--- src/logic/saead_pkg.sv ---
package saead_pkg;

   // ----------------------------------------------------------------
   // header codes (plain defaults)
   // ----------------------------------------------------------------
   localparam logic [31:0] OPC_CIPHER_ENC    = 32'h00000001;
   localparam logic [31:0] OPC_CIPHER_DEC    = 32'h00000002;
   localparam logic [31:0] OPC_AEAD_ENC      = 32'h00000003;
   localparam logic [31:0] OPC_AEAD_DEC      = 32'h00000004;
   localparam logic [31:0] SYM_OP_CIPHER     = 32'h00000001;
   localparam logic [31:0] SYM_OP_CHAIN      = 32'h00000002;
   localparam logic [31:0] FLAG_SESSION_MODE = 32'h00000001;

   // ----------------------------------------------------------------
   // completion status codes (plain defaults)
   // ----------------------------------------------------------------
   localparam logic [7:0] ST_OK      = 8'h00;
   localparam logic [7:0] ST_ERR     = 8'h01;
   localparam logic [7:0] ST_BADMSG  = 8'h02;
   localparam logic [7:0] ST_NOTSUPP = 8'h03;
   localparam logic [7:0] ST_INVSESS = 8'h04;

   // ----------------------------------------------------------------
   // iv limits and sizes
   // ----------------------------------------------------------------
   localparam logic [31:0] GCM_IV_SHORT  = 32'h0000000c;
   localparam logic [31:0] GCM_IV_J0     = 32'h00000010;
   localparam logic [31:0] CCM_NONCE_MIN = 32'h00000007;
   localparam logic [31:0] CCM_NONCE_MAX = 32'h0000000d;
   localparam logic [31:0] AEAD_IV_AREA  = 32'h00000010;
   localparam logic [31:0] SYM_FLF_BYTES = 32'h00000028;

   // ----------------------------------------------------------------
   // request kinds, source fields, write areas
   // ----------------------------------------------------------------
   localparam logic [1:0] KIND_CIPHER = 2'h0;
   localparam logic [1:0] KIND_CHAIN  = 2'h1;
   localparam logic [1:0] KIND_AEAD   = 2'h2;

   localparam logic [2:0] FIELD_KEY  = 3'h0;
   localparam logic [2:0] FIELD_AKEY = 3'h1;
   localparam logic [2:0] FIELD_IV   = 3'h2;
   localparam logic [2:0] FIELD_AAD  = 3'h3;
   localparam logic [2:0] FIELD_SRC  = 3'h4;

   localparam logic [1:0] AREA_DST  = 2'h0;
   localparam logic [1:0] AREA_HASH = 2'h1;
   localparam logic [1:0] AREA_IV   = 2'h2;

   // phase index meaning "no phase left"
   localparam logic [2:0] PH_NONE = 3'h6;

   typedef enum logic [3:0] {
      SAEAD_IDLE   = 4'h1,
      SAEAD_CHECK  = 4'h2,
      SAEAD_RUN    = 4'h4,
      SAEAD_STATUS = 4'h8
   } saead_state_t;

endpackage

--- src/logic/saead_request_handler.sv ---
module saead_request_handler (
   // clock and reset
   input  wire logic        clk,
   input  wire logic        resetn,
   // negotiated features
   input  wire logic        cipher_stateless_en,
   input  wire logic        aead_stateless_en,
   // request header and fixed parameters
   input  wire logic        req_valid,
   output logic             req_ready,
   input  wire logic [31:0] req_opcode,
   input  wire logic [31:0] req_flag,
   input  wire logic [63:0] req_session_id,
   input  wire logic [31:0] req_op_type,
   input  wire logic        req_ccm,
   input  wire logic [31:0] req_key_len,
   input  wire logic [31:0] req_auth_key_len,
   input  wire logic [31:0] req_iv_len,
   input  wire logic [31:0] req_src_len,
   input  wire logic [31:0] req_dst_len,
   input  wire logic [31:0] req_aad_len,
   input  wire logic [31:0] req_hash_len,
   input  wire logic [31:0] req_tag_len,
   // session and algorithm lookup
   output logic [63:0]      sess_id,
   input  wire logic        sess_known,
   input  wire logic        alg_supported,
   // request source bytes
   input  wire logic        in_valid,
   output logic             in_ready,
   input  wire logic [7:0]  in_data,
   // engine control
   output logic             eng_start,
   output logic [1:0]       eng_kind,
   output logic             eng_decrypt,
   output logic             eng_session,
   output logic             eng_ccm,
   input  wire logic        eng_done,
   input  wire logic        eng_error,
   input  wire logic        eng_auth_fail,
   // engine input bytes
   output logic             eng_in_valid,
   input  wire logic        eng_in_ready,
   output logic [7:0]       eng_in_data,
   output logic [2:0]       eng_in_field,
   // engine result bytes
   input  wire logic        eng_res_valid,
   output logic             eng_res_ready,
   input  wire logic [7:0]  eng_res_data,
   // request write port
   output logic             wr_valid,
   input  wire logic        wr_ready,
   output logic [1:0]       wr_area,
   output logic [31:0]      wr_offset,
   output logic [7:0]       wr_data,
   // completion
   output logic             cpl_valid,
   output logic [7:0]       cpl_status
);

   // ----------------------------------------------------------------
   // helpers
   // ----------------------------------------------------------------
   function automatic logic [2:0] pick(input logic [7:0] mask, input logic [2:0] from);
      logic [2:0] r;
      logic       found;
      r     = saead_pkg::PH_NONE;
      found = 1'b0;
      for (int i = 0; i < 6; i++) begin
         if (!found && (3'(i) >= from) && mask[i]) begin
            r     = 3'(i);
            found = 1'b1;
         end
      end
      return r;
   endfunction

   saead_pkg::saead_state_t state, next_state;
   logic [31:0] opcode, flag, op_type, key_len, akey_len;
   logic [31:0] iv_len, src_len, dst_len, aad_len, hash_len, tag_len;
   logic        ccm, stateless;
   logic [7:0]  stat, chk_status;
   logic [1:0]  kind;
   logic        decrypt, session, opc_ok, iv_ok, done_seen, go, run_done;
   logic [32:0] need_dst;
   logic [31:0] fl [8];
   logic [31:0] dl [8];
   logic [7:0]  fmask, dmask;
   logic [2:0]  feed_ph, next_feed_ph, drain_ph, next_drain_ph;
   logic        feed_active, feed_last, feed_step, feed_load;
   logic        drain_active, drain_last, drain_step, drain_load;
   logic [31:0] drain_off;

   // ----------------------------------------------------------------
   // request capture
   // ----------------------------------------------------------------
   assign req_ready = (state == saead_pkg::SAEAD_IDLE);

   always_ff @(posedge clk) begin
      if (!resetn) begin
         opcode <= 32'h0; flag <= 32'h0; op_type <= 32'h0; key_len <= 32'h0;
         akey_len <= 32'h0; iv_len <= 32'h0; src_len <= 32'h0; dst_len <= 32'h0;
         aad_len <= 32'h0; hash_len <= 32'h0; tag_len <= 32'h0; ccm <= 1'b0;
         sess_id <= 64'h0;
      end else if (req_valid && req_ready) begin
         opcode <= req_opcode; flag <= req_flag; op_type <= req_op_type;
         key_len <= req_key_len; akey_len <= req_auth_key_len;
         iv_len <= req_iv_len; src_len <= req_src_len; dst_len <= req_dst_len;
         aad_len <= req_aad_len; hash_len <= req_hash_len; tag_len <= req_tag_len;
         ccm <= req_ccm;
         sess_id <= req_session_id;
      end
   end

   // ----------------------------------------------------------------
   // decode and checks
   // ----------------------------------------------------------------
   always_comb begin
      opc_ok  = 1'b1;
      decrypt = (opcode == saead_pkg::OPC_CIPHER_DEC) || (opcode == saead_pkg::OPC_AEAD_DEC);
      kind    = saead_pkg::KIND_CIPHER;
      // the request body layout follows the opcode first
      if ((opcode == saead_pkg::OPC_AEAD_ENC) || (opcode == saead_pkg::OPC_AEAD_DEC)) begin
         kind = saead_pkg::KIND_AEAD;
      end else if ((opcode == saead_pkg::OPC_CIPHER_ENC) ||
                   (opcode == saead_pkg::OPC_CIPHER_DEC)) begin
         if (op_type == saead_pkg::SYM_OP_CHAIN) begin
            kind = saead_pkg::KIND_CHAIN;
         end else if (op_type != saead_pkg::SYM_OP_CIPHER) begin
            opc_ok = 1'b0;
         end
      end else begin
         opc_ok = 1'b0;
      end
      // flag only matters once stateless service is negotiated
      stateless = ((kind == saead_pkg::KIND_AEAD) ? aead_stateless_en : cipher_stateless_en)
                  && (flag != saead_pkg::FLAG_SESSION_MODE);
      session   = !stateless;
      if (ccm) begin
         iv_ok = (iv_len >= saead_pkg::CCM_NONCE_MIN) && (iv_len <= saead_pkg::CCM_NONCE_MAX);
      end else begin
         iv_ok = (iv_len == saead_pkg::GCM_IV_SHORT) || (iv_len == saead_pkg::GCM_IV_J0);
      end
      need_dst = {1'b0, src_len} + {1'b0, ((kind == saead_pkg::KIND_AEAD) && !decrypt) ?
                                           tag_len : 32'h0};
      // priority: unsupported opcode, bad session, unsupported algorithm, other
      if (!opc_ok) begin
         chk_status = saead_pkg::ST_NOTSUPP;
      end else if (session && !sess_known) begin
         chk_status = saead_pkg::ST_INVSESS;
      end else if (!alg_supported) begin
         chk_status = saead_pkg::ST_NOTSUPP;
      end else if ((kind == saead_pkg::KIND_AEAD) && !iv_ok) begin
         chk_status = saead_pkg::ST_ERR;
      end else if (need_dst > {1'b0, dst_len}) begin
         chk_status = saead_pkg::ST_ERR;
      end else begin
         chk_status = saead_pkg::ST_OK;
      end
   end

   // ----------------------------------------------------------------
   // state machine
   // ----------------------------------------------------------------
   assign go       = (state == saead_pkg::SAEAD_CHECK) && (chk_status == saead_pkg::ST_OK);
   assign run_done = done_seen && !eng_in_valid && !wr_valid &&
                     (((feed_ph == saead_pkg::PH_NONE) && (drain_ph == saead_pkg::PH_NONE))
                      || (stat != saead_pkg::ST_OK));

   always_comb begin
      next_state = state;
      case (state)
         saead_pkg::SAEAD_IDLE:   if (req_valid) next_state = saead_pkg::SAEAD_CHECK;
         saead_pkg::SAEAD_CHECK:  next_state = go ? saead_pkg::SAEAD_RUN : saead_pkg::SAEAD_STATUS;
         saead_pkg::SAEAD_RUN:    if (run_done) next_state = saead_pkg::SAEAD_STATUS;
         saead_pkg::SAEAD_STATUS: next_state = saead_pkg::SAEAD_IDLE;
         default:                 next_state = saead_pkg::SAEAD_IDLE;
      endcase
   end

   always_ff @(posedge clk) begin
      if (!resetn) begin
         state <= saead_pkg::SAEAD_IDLE;
      end else begin
         state <= next_state;
      end
   end

   // ----------------------------------------------------------------
   // status and engine control
   // ----------------------------------------------------------------
   always_ff @(posedge clk) begin
      if (!resetn) begin
         stat <= saead_pkg::ST_OK;
         done_seen <= 1'b0;
      end else if (state == saead_pkg::SAEAD_CHECK) begin
         stat <= chk_status;
         done_seen <= 1'b0;
      end else if ((state == saead_pkg::SAEAD_RUN) && eng_done) begin
         done_seen <= 1'b1;
         if (eng_error) begin
            stat <= saead_pkg::ST_ERR;
         end else if ((eng_kind == saead_pkg::KIND_AEAD) && eng_decrypt && eng_auth_fail) begin
            stat <= saead_pkg::ST_BADMSG;
         end
      end
   end

   always_ff @(posedge clk) begin
      if (!resetn) begin
         eng_start <= 1'b0; eng_kind <= saead_pkg::KIND_CIPHER;
         eng_decrypt <= 1'b0; eng_session <= 1'b0; eng_ccm <= 1'b0;
      end else begin
         eng_start <= go;
         if (state == saead_pkg::SAEAD_CHECK) begin
            eng_kind <= kind; eng_decrypt <= decrypt;
            eng_session <= session; eng_ccm <= ccm;
         end
      end
   end

   // completion only after the write stage has emptied
   always_ff @(posedge clk) begin
      if (!resetn) begin
         cpl_valid  <= 1'b0;
         cpl_status <= saead_pkg::ST_OK;
      end else begin
         cpl_valid <= (state == saead_pkg::SAEAD_STATUS);
         if (state == saead_pkg::SAEAD_STATUS) cpl_status <= stat;
      end
   end

   // ----------------------------------------------------------------
   // source phases: key, auth key, iv, aad (stateless chain), src, aad
   // ----------------------------------------------------------------
   always_comb begin
      for (int i = 0; i < 8; i++) fl[i] = 32'h0;
      fl[0] = stateless ? key_len : 32'h0;
      fl[1] = (stateless && (kind == saead_pkg::KIND_CHAIN)) ? akey_len : 32'h0;
      // aead always carries the full iv area, ccm byte 0 included
      fl[2] = (kind == saead_pkg::KIND_AEAD) ? saead_pkg::AEAD_IV_AREA : iv_len;
      fl[3] = (stateless && (kind == saead_pkg::KIND_CHAIN)) ? aad_len : 32'h0;
      fl[4] = src_len;
      fl[5] = ((kind != saead_pkg::KIND_CIPHER) && !fl[3][31] && (fl[3] == 32'h0)) ?
              aad_len : 32'h0;
      // zero-length fields never open a phase
      for (int i = 0; i < 8; i++) fmask[i] = (fl[i] != 32'h0);
   end

   assign feed_active  = (state == saead_pkg::SAEAD_RUN) && (feed_ph != saead_pkg::PH_NONE)
                         && (stat == saead_pkg::ST_OK);
   assign in_ready     = feed_active && (!eng_in_valid || eng_in_ready);
   assign feed_step    = in_valid && in_ready;
   assign next_feed_ph = go ? pick(fmask, 3'h0) : pick(fmask, 3'(feed_ph + 3'h1));
   assign feed_load    = go || (feed_step && feed_last);

   saead_span u_feed (
      .clk    (clk),
      .resetn (resetn),
      .load   (feed_load),
      .len    (fl[next_feed_ph]),
      .step   (feed_step),
      .active (),
      .last   (feed_last)
   );

   always_ff @(posedge clk) begin
      if (!resetn) begin
         feed_ph <= saead_pkg::PH_NONE;
      end else if (feed_load) begin
         feed_ph <= next_feed_ph;
      end
   end

   always_ff @(posedge clk) begin
      if (!resetn) begin
         eng_in_valid <= 1'b0;
         eng_in_data  <= 8'h00;
         eng_in_field <= saead_pkg::FIELD_KEY;
      end else if (feed_step) begin
         eng_in_valid <= 1'b1;
         eng_in_data  <= in_data;
         case (feed_ph)
            3'h0:    eng_in_field <= saead_pkg::FIELD_KEY;
            3'h1:    eng_in_field <= saead_pkg::FIELD_AKEY;
            3'h2:    eng_in_field <= saead_pkg::FIELD_IV;
            3'h4:    eng_in_field <= saead_pkg::FIELD_SRC;
            default: eng_in_field <= saead_pkg::FIELD_AAD;
         endcase
      end else if (eng_in_ready) begin
         eng_in_valid <= 1'b0;
      end
   end

   // ----------------------------------------------------------------
   // result phases: dst data, hash, tag, iv write-back
   // ----------------------------------------------------------------
   always_comb begin
      for (int i = 0; i < 8; i++) dl[i] = 32'h0;
      dl[0] = src_len;
      dl[1] = (kind == saead_pkg::KIND_CHAIN) ? hash_len : 32'h0;
      dl[2] = ((kind == saead_pkg::KIND_AEAD) && !decrypt) ? tag_len : 32'h0;
      dl[3] = (kind == saead_pkg::KIND_AEAD) ? saead_pkg::AEAD_IV_AREA : 32'h0;
      for (int i = 0; i < 8; i++) dmask[i] = (dl[i] != 32'h0);
   end

   assign drain_active  = (state == saead_pkg::SAEAD_RUN) && (drain_ph != saead_pkg::PH_NONE)
                          && (stat == saead_pkg::ST_OK);
   assign eng_res_ready = drain_active && (!wr_valid || wr_ready);
   assign drain_step    = eng_res_valid && eng_res_ready;
   assign next_drain_ph = go ? pick(dmask, 3'h0) : pick(dmask, 3'(drain_ph + 3'h1));
   assign drain_load    = go || (drain_step && drain_last);

   saead_span u_drain (
      .clk    (clk),
      .resetn (resetn),
      .load   (drain_load),
      .len    (dl[next_drain_ph]),
      .step   (drain_step),
      .active (),
      .last   (drain_last)
   );

   always_ff @(posedge clk) begin
      if (!resetn) begin
         drain_ph  <= saead_pkg::PH_NONE;
         drain_off <= 32'h0;
      end else if (drain_load) begin
         drain_ph <= next_drain_ph;
         // tag continues the dst offset right after the cipher bytes
         if (go || (next_drain_ph != 3'h2)) drain_off <= 32'h0;
         else drain_off <= drain_off + 32'h1;
      end else if (drain_step) begin
         drain_off <= drain_off + 32'h1;
      end
   end

   always_ff @(posedge clk) begin
      if (!resetn) begin
         wr_valid  <= 1'b0;
         wr_area   <= saead_pkg::AREA_DST;
         wr_offset <= 32'h0;
         wr_data   <= 8'h00;
      end else if (drain_step) begin
         wr_valid  <= 1'b1;
         wr_offset <= drain_off;
         wr_data   <= eng_res_data;
         case (drain_ph)
            3'h1:    wr_area <= saead_pkg::AREA_HASH;
            3'h3:    wr_area <= saead_pkg::AREA_IV;
            default: wr_area <= saead_pkg::AREA_DST;
         endcase
      end else if (wr_ready) begin
         wr_valid <= 1'b0;
      end
   end

endmodule

--- src/logic/saead_span.sv ---
module saead_span (
   // clock and reset
   input  wire logic        clk,
   input  wire logic        resetn,
   // control
   input  wire logic        load,
   input  wire logic [31:0] len,
   input  wire logic        step,
   // state
   output logic             active,
   output logic             last
);

   logic [31:0] remaining;

   always_ff @(posedge clk) begin
      if (!resetn) begin
         remaining <= 32'h00000000;
      end else if (load) begin
         remaining <= len;
      end else if (step && active) begin
         remaining <= remaining - 32'h00000001;
      end
   end

   assign active = (remaining != 32'h00000000);
   assign last   = (remaining == 32'h00000001);

endmodule

--- config.mk ---
export PLATFORM = sky130hd
export DESIGN_NAME = saead_request_handler
export DESIGN_NICKNAME = d
export VERILOG_FILES = /design/src/logic/saead_pkg.sv /design/src/logic/saead_request_handler.sv /design/src/logic/saead_span.sv
export SDC_FILE = /design/constraint.sdc
export NUM_CORES = 2
export LEC_CHECK = 0
export ABC_AREA = 1
export ABC_CLOCK_PERIOD_IN_PS = 6660
export CELL_PAD_IN_SITES_DETAIL_PLACEMENT = 1
export CELL_PAD_IN_SITES_GLOBAL_PLACEMENT = 2
export CORE_MARGIN = 10
export CORE_UTILIZATION = 30
export CTS_CLUSTER_SIZE = 24
export DETAILED_ROUTE_END_ITERATION = 10
export DONT_BUFFER_PORTS = 1
export PLACE_DENSITY_LB_ADDON = 0.1
export SYNTH_ARGS = -nofsm -noshare
export SYNTH_HDL_FRONTEND = slang
export SYNTH_SLANG_ARGS = --single-unit
--- constraint.sdc ---
create_clock -name clk -period 6.66 [get_ports clk]
set_clock_uncertainty 0.2 [all_clocks]
set_input_delay 0.333 -clock clk [delete_from_list [all_inputs] [get_ports clk]]
set_output_delay 0.333 -clock clk [all_outputs]
set_load 0.05 [all_outputs]
==> summary.txt <==
Power
  – LEAKAGE: 19.9 nW
  – Power per cell area: 208 mW/mm2
  – Switching Fraction: 0.302
  – Seq pwr share: 0.403
  – Max VDD drop: 0.000219 V
  – Switching power: 0.00307 W
  – Gate power share: 0.178
  – Int Pwr: 0.00711 W
  – Clock share of power: 0.419

Logic synthesis
  – Mapped Area: 0.0317 mm2
  – Largest cells by area after synthesis: dfxtp_1 37%, nand2_1 12%, a21oi_1 9.2%
  – Number of synthesized flops with an enable pin: 0
  – Top cell type's share of synthesized area: 0.374
  – Primary FF master, synth: dfxtp_1
  – Ys Warns: 0
  – Largest area contributor in the netlist: dfxtp_1
  – Post-synthesis sequential element count: 592
  – Sequential-to-total area share from yosys stat: 0.374
  – Fraction of registers with async set/reset: 0
  – Mean post-synth cell area: 6.74 um2
  – Gate Count Post-Synth: 4698
  – Unique masters post-synth: 57

CTS
  – Root Buffer: clkbuf_16
  – Cts bufs inserted: 75
  – CTS tree: yes
  – CTS clk-pin slew, worst paths: 60 ps
  – Clk buf depth: 3
  – Clk_lat worst skew: 670 ps
  – Sink Count: 592
  – CTS H-Tree Depth: 3

GRT
  – Vias in the first global route: 38927
  – First-pass GRT wire length: 243 mm
  – Largest net degree at the start of global routing: 220
  – Antenna violations before repair: 29
  – Gr usage total: 0.262
  – Gr ovfl total: 0

Critical path
  – Most used cell, CP: nand2_2
  – Critical Path AT: 7110 ps
  – CP Class: register to register
  – CP required: 7000 ps
  – Crit path max fanout: 8
  – CP startpoint kind: register
  – FF-to-FF path depth: 50
  – Crit-path slowest cell: dfxtp_2
  – Flop-to-flop setup slack: -110 ps
  – CP Capture Type: register
  – RR Startpoint: opcode[29]$_SDFFE_PN0P_
  – Critical R2R Capture: drain_off[10]$_SDFFE_PN0P_
  – Slowest stage delay, CP: 340 ps

Drt
  – # DRC: 0
  – Via count of the routed design: 37377
  – Final Routed Wirelength: 168 mm
  – 1st-iter DRT viols: 2192
  – ANT nets after route: 0
  – Vias per std cell: 5.23
  – Drt first pass iters: 7
  – Routed WL per cell: 23.5 um

Timing
  – RSZ-0062 raised after global routing: yes
  – Min Hold Slack: 20.6 ps
  – Peak Freq: 0.148 GHz
  – Final worst path period share: 1.02
  – Worst slew pin tran: 1030 ps
  – Crit path time final: 6770 ps
  – Setup ws final: -109 ps
  – Rel. slew slack: 0.308
  – Post-route setup TNS: -1950 ps
  – Hold Fails Final Rpt: 0
  – Slew Limit Fails: 0
  – # setup viols final: 44

Run
  – Max_cap viols: 0

Die
  – Die Y: 345 um
  – Std cell rows: 119
  – Die width: 345 um
  – Core ar.: 0.105 mm2
  – Starting density of the core: 0.302
  – IO Count: 584
  – Full die area: 0.119 mm2

Run status
  – Status: finished with violations
  – Failing checks: negative setup slack

Hold path
  – Hold path cells: 2
  – HP Start: resetn
  – Hold endpoint: drain_ph[2]$_SDFFE_PN1N_
  – HP Class: primary input to register

Place
  – Global placer's final weighted congestion: 0.859
  – Detailed placement HPWL: 109 mm
  – PortBufs: 0
  – Pre-CTS setup slack: -600 ps

Finish
  – Nets: 6205
  – Final Util: 0.465
  – Max reg flops: 64
  – Biggest register: sess_id
  – Layout cells sized above 1: 0.148
  – P&R area growth vs syn: 54.2%
[power by group through the flow]
stage                     logic, W  registers [W]  clock network [W]
after floorplan           0.000816        0.00404                  0
after global placement     0.00115        0.00415                  0
after detailed placement   0.00116        0.00415                  0
after CTS                  0.00170        0.00408            0.00435
after global routing       0.00197        0.00411            0.00451
final                      0.00181        0.00410            0.00426
[what timing repair did]
action,in CTS,in global routing
gates resized for setup,89,378
endpoints found under the hold margin,583,0
hold buffers,925,0
pin swaps,23,130
gates cloned,3,27
endpoints found under the setup margin,101,105
setup buffers,14,25
[critical path, delay by kind of cell, from the launching register on]
family          cells  cell delay, ps
buf+inv             7            1010
xor+xnor            1             170
flops               1             340
simple gates       34            3610
compound gates      6             790
fa+ha+maj           2             530
[layout make-up]
cell class                 count  area, um2
sequential                   592      11900
clock buffer                 102       2090
antenna                       27       67.6
tap                         1391       1740
fill                       12732      56200
multi-input combinational   3377      18500
timing repair buffer        1235      12700
clock inverter                31        404
inverter                     394       1510
[placed cells by master (no fill, tap or decap), drive strengths merged, types with 123 or more instances in the layout]
cell type	n
nand2	1032
o21ai	404
nand3	568
nor2	313
a21oi	579
dfxtp	592
dlygate4sd3	924
inv	394
buf	290
clkbuf	123
[metrics by stage]
step | std cells | area, um2 | power [W]
floorplan | 4702 | 31700 | 0.00486
global placement | 5998 | 34300 | 0.00530
detailed placement | 5998 | 34300 | 0.00532
CTS | 7073 | 46600 | 0.0101
global route | 7145 | 48800 | 0.0106
finish | 7149 | 48800 | 0.0102
[how the worst max path moves through the flow]
stage / from / endpoint / slack, ps / depth (start not counted)
finish: opcode[29]$_SDFFE_PN0P_ / drain_off[10]$_SDFFE_PN0P_ / -110 / 50
global route: opcode[22]$_SDFFE_PN0P_ / u_feed.remaining[7]$_SDFFE_PN0P_ / -560 / 46
CTS: opcode[1]$_SDFFE_PN0P_ / u_feed.remaining[14]$_SDFFE_PN0P_ / -140 / 49
detailed placement: opcode[1]$_SDFFE_PN0P_ / drain_off[28]$_SDFFE_PN0P_ / -600 / 47
global placement: opcode[28]$_SDFFE_PN0P_ / drain_off[28]$_SDFFE_PN0P_ / -480 / 50
floorplan: opcode[23]$_SDFFE_PN0P_ / drain_off[24]$_SDFFE_PN0P_ / 380 / 50
[per-layer routing]
metal | share of wire | GRT usage
met1 | 0.42 | 0.320
met2 | 0.49 | 0.457
met3 | 0.045 | 0.0410
met4 | 0.043 | 0.107
met5 | 0.00029 | 0
[cells by family (layout without fill, tap and decap cells)]
group	after synthesis	count (layout)	synth area share
other cells	1	32	0.000118
flops	592	592	0.374
simple gates	2072	2072	0.284
buf+inv	733	1762	0.0912
compound gates	1135	1135	0.195
fa+ha+maj	83	83	0.0330
xor+xnor	82	82	0.0227
[synth_stat cells (all sizes together) (2+ instances only)]
cell / instances
or2: 12
o41ai: 87
a21oi: 579
xor2: 60
nand4: 46
nor3: 51
o31ai: 4
buf: 62
o21ai: 404
a21boi: 3
nand3: 568
and3: 2
a211oi: 7
o211ai: 10
xnor2: 22
o21a: 2
nor3b: 5
clkbuf: 277
nand2: 1032
a31oi: 27
a22o: 2
nand3b: 7
inv: 393
dfxtp: 592
ha: 82
nor2: 313
nor4: 33
Power figures use the tool's default switching activity.
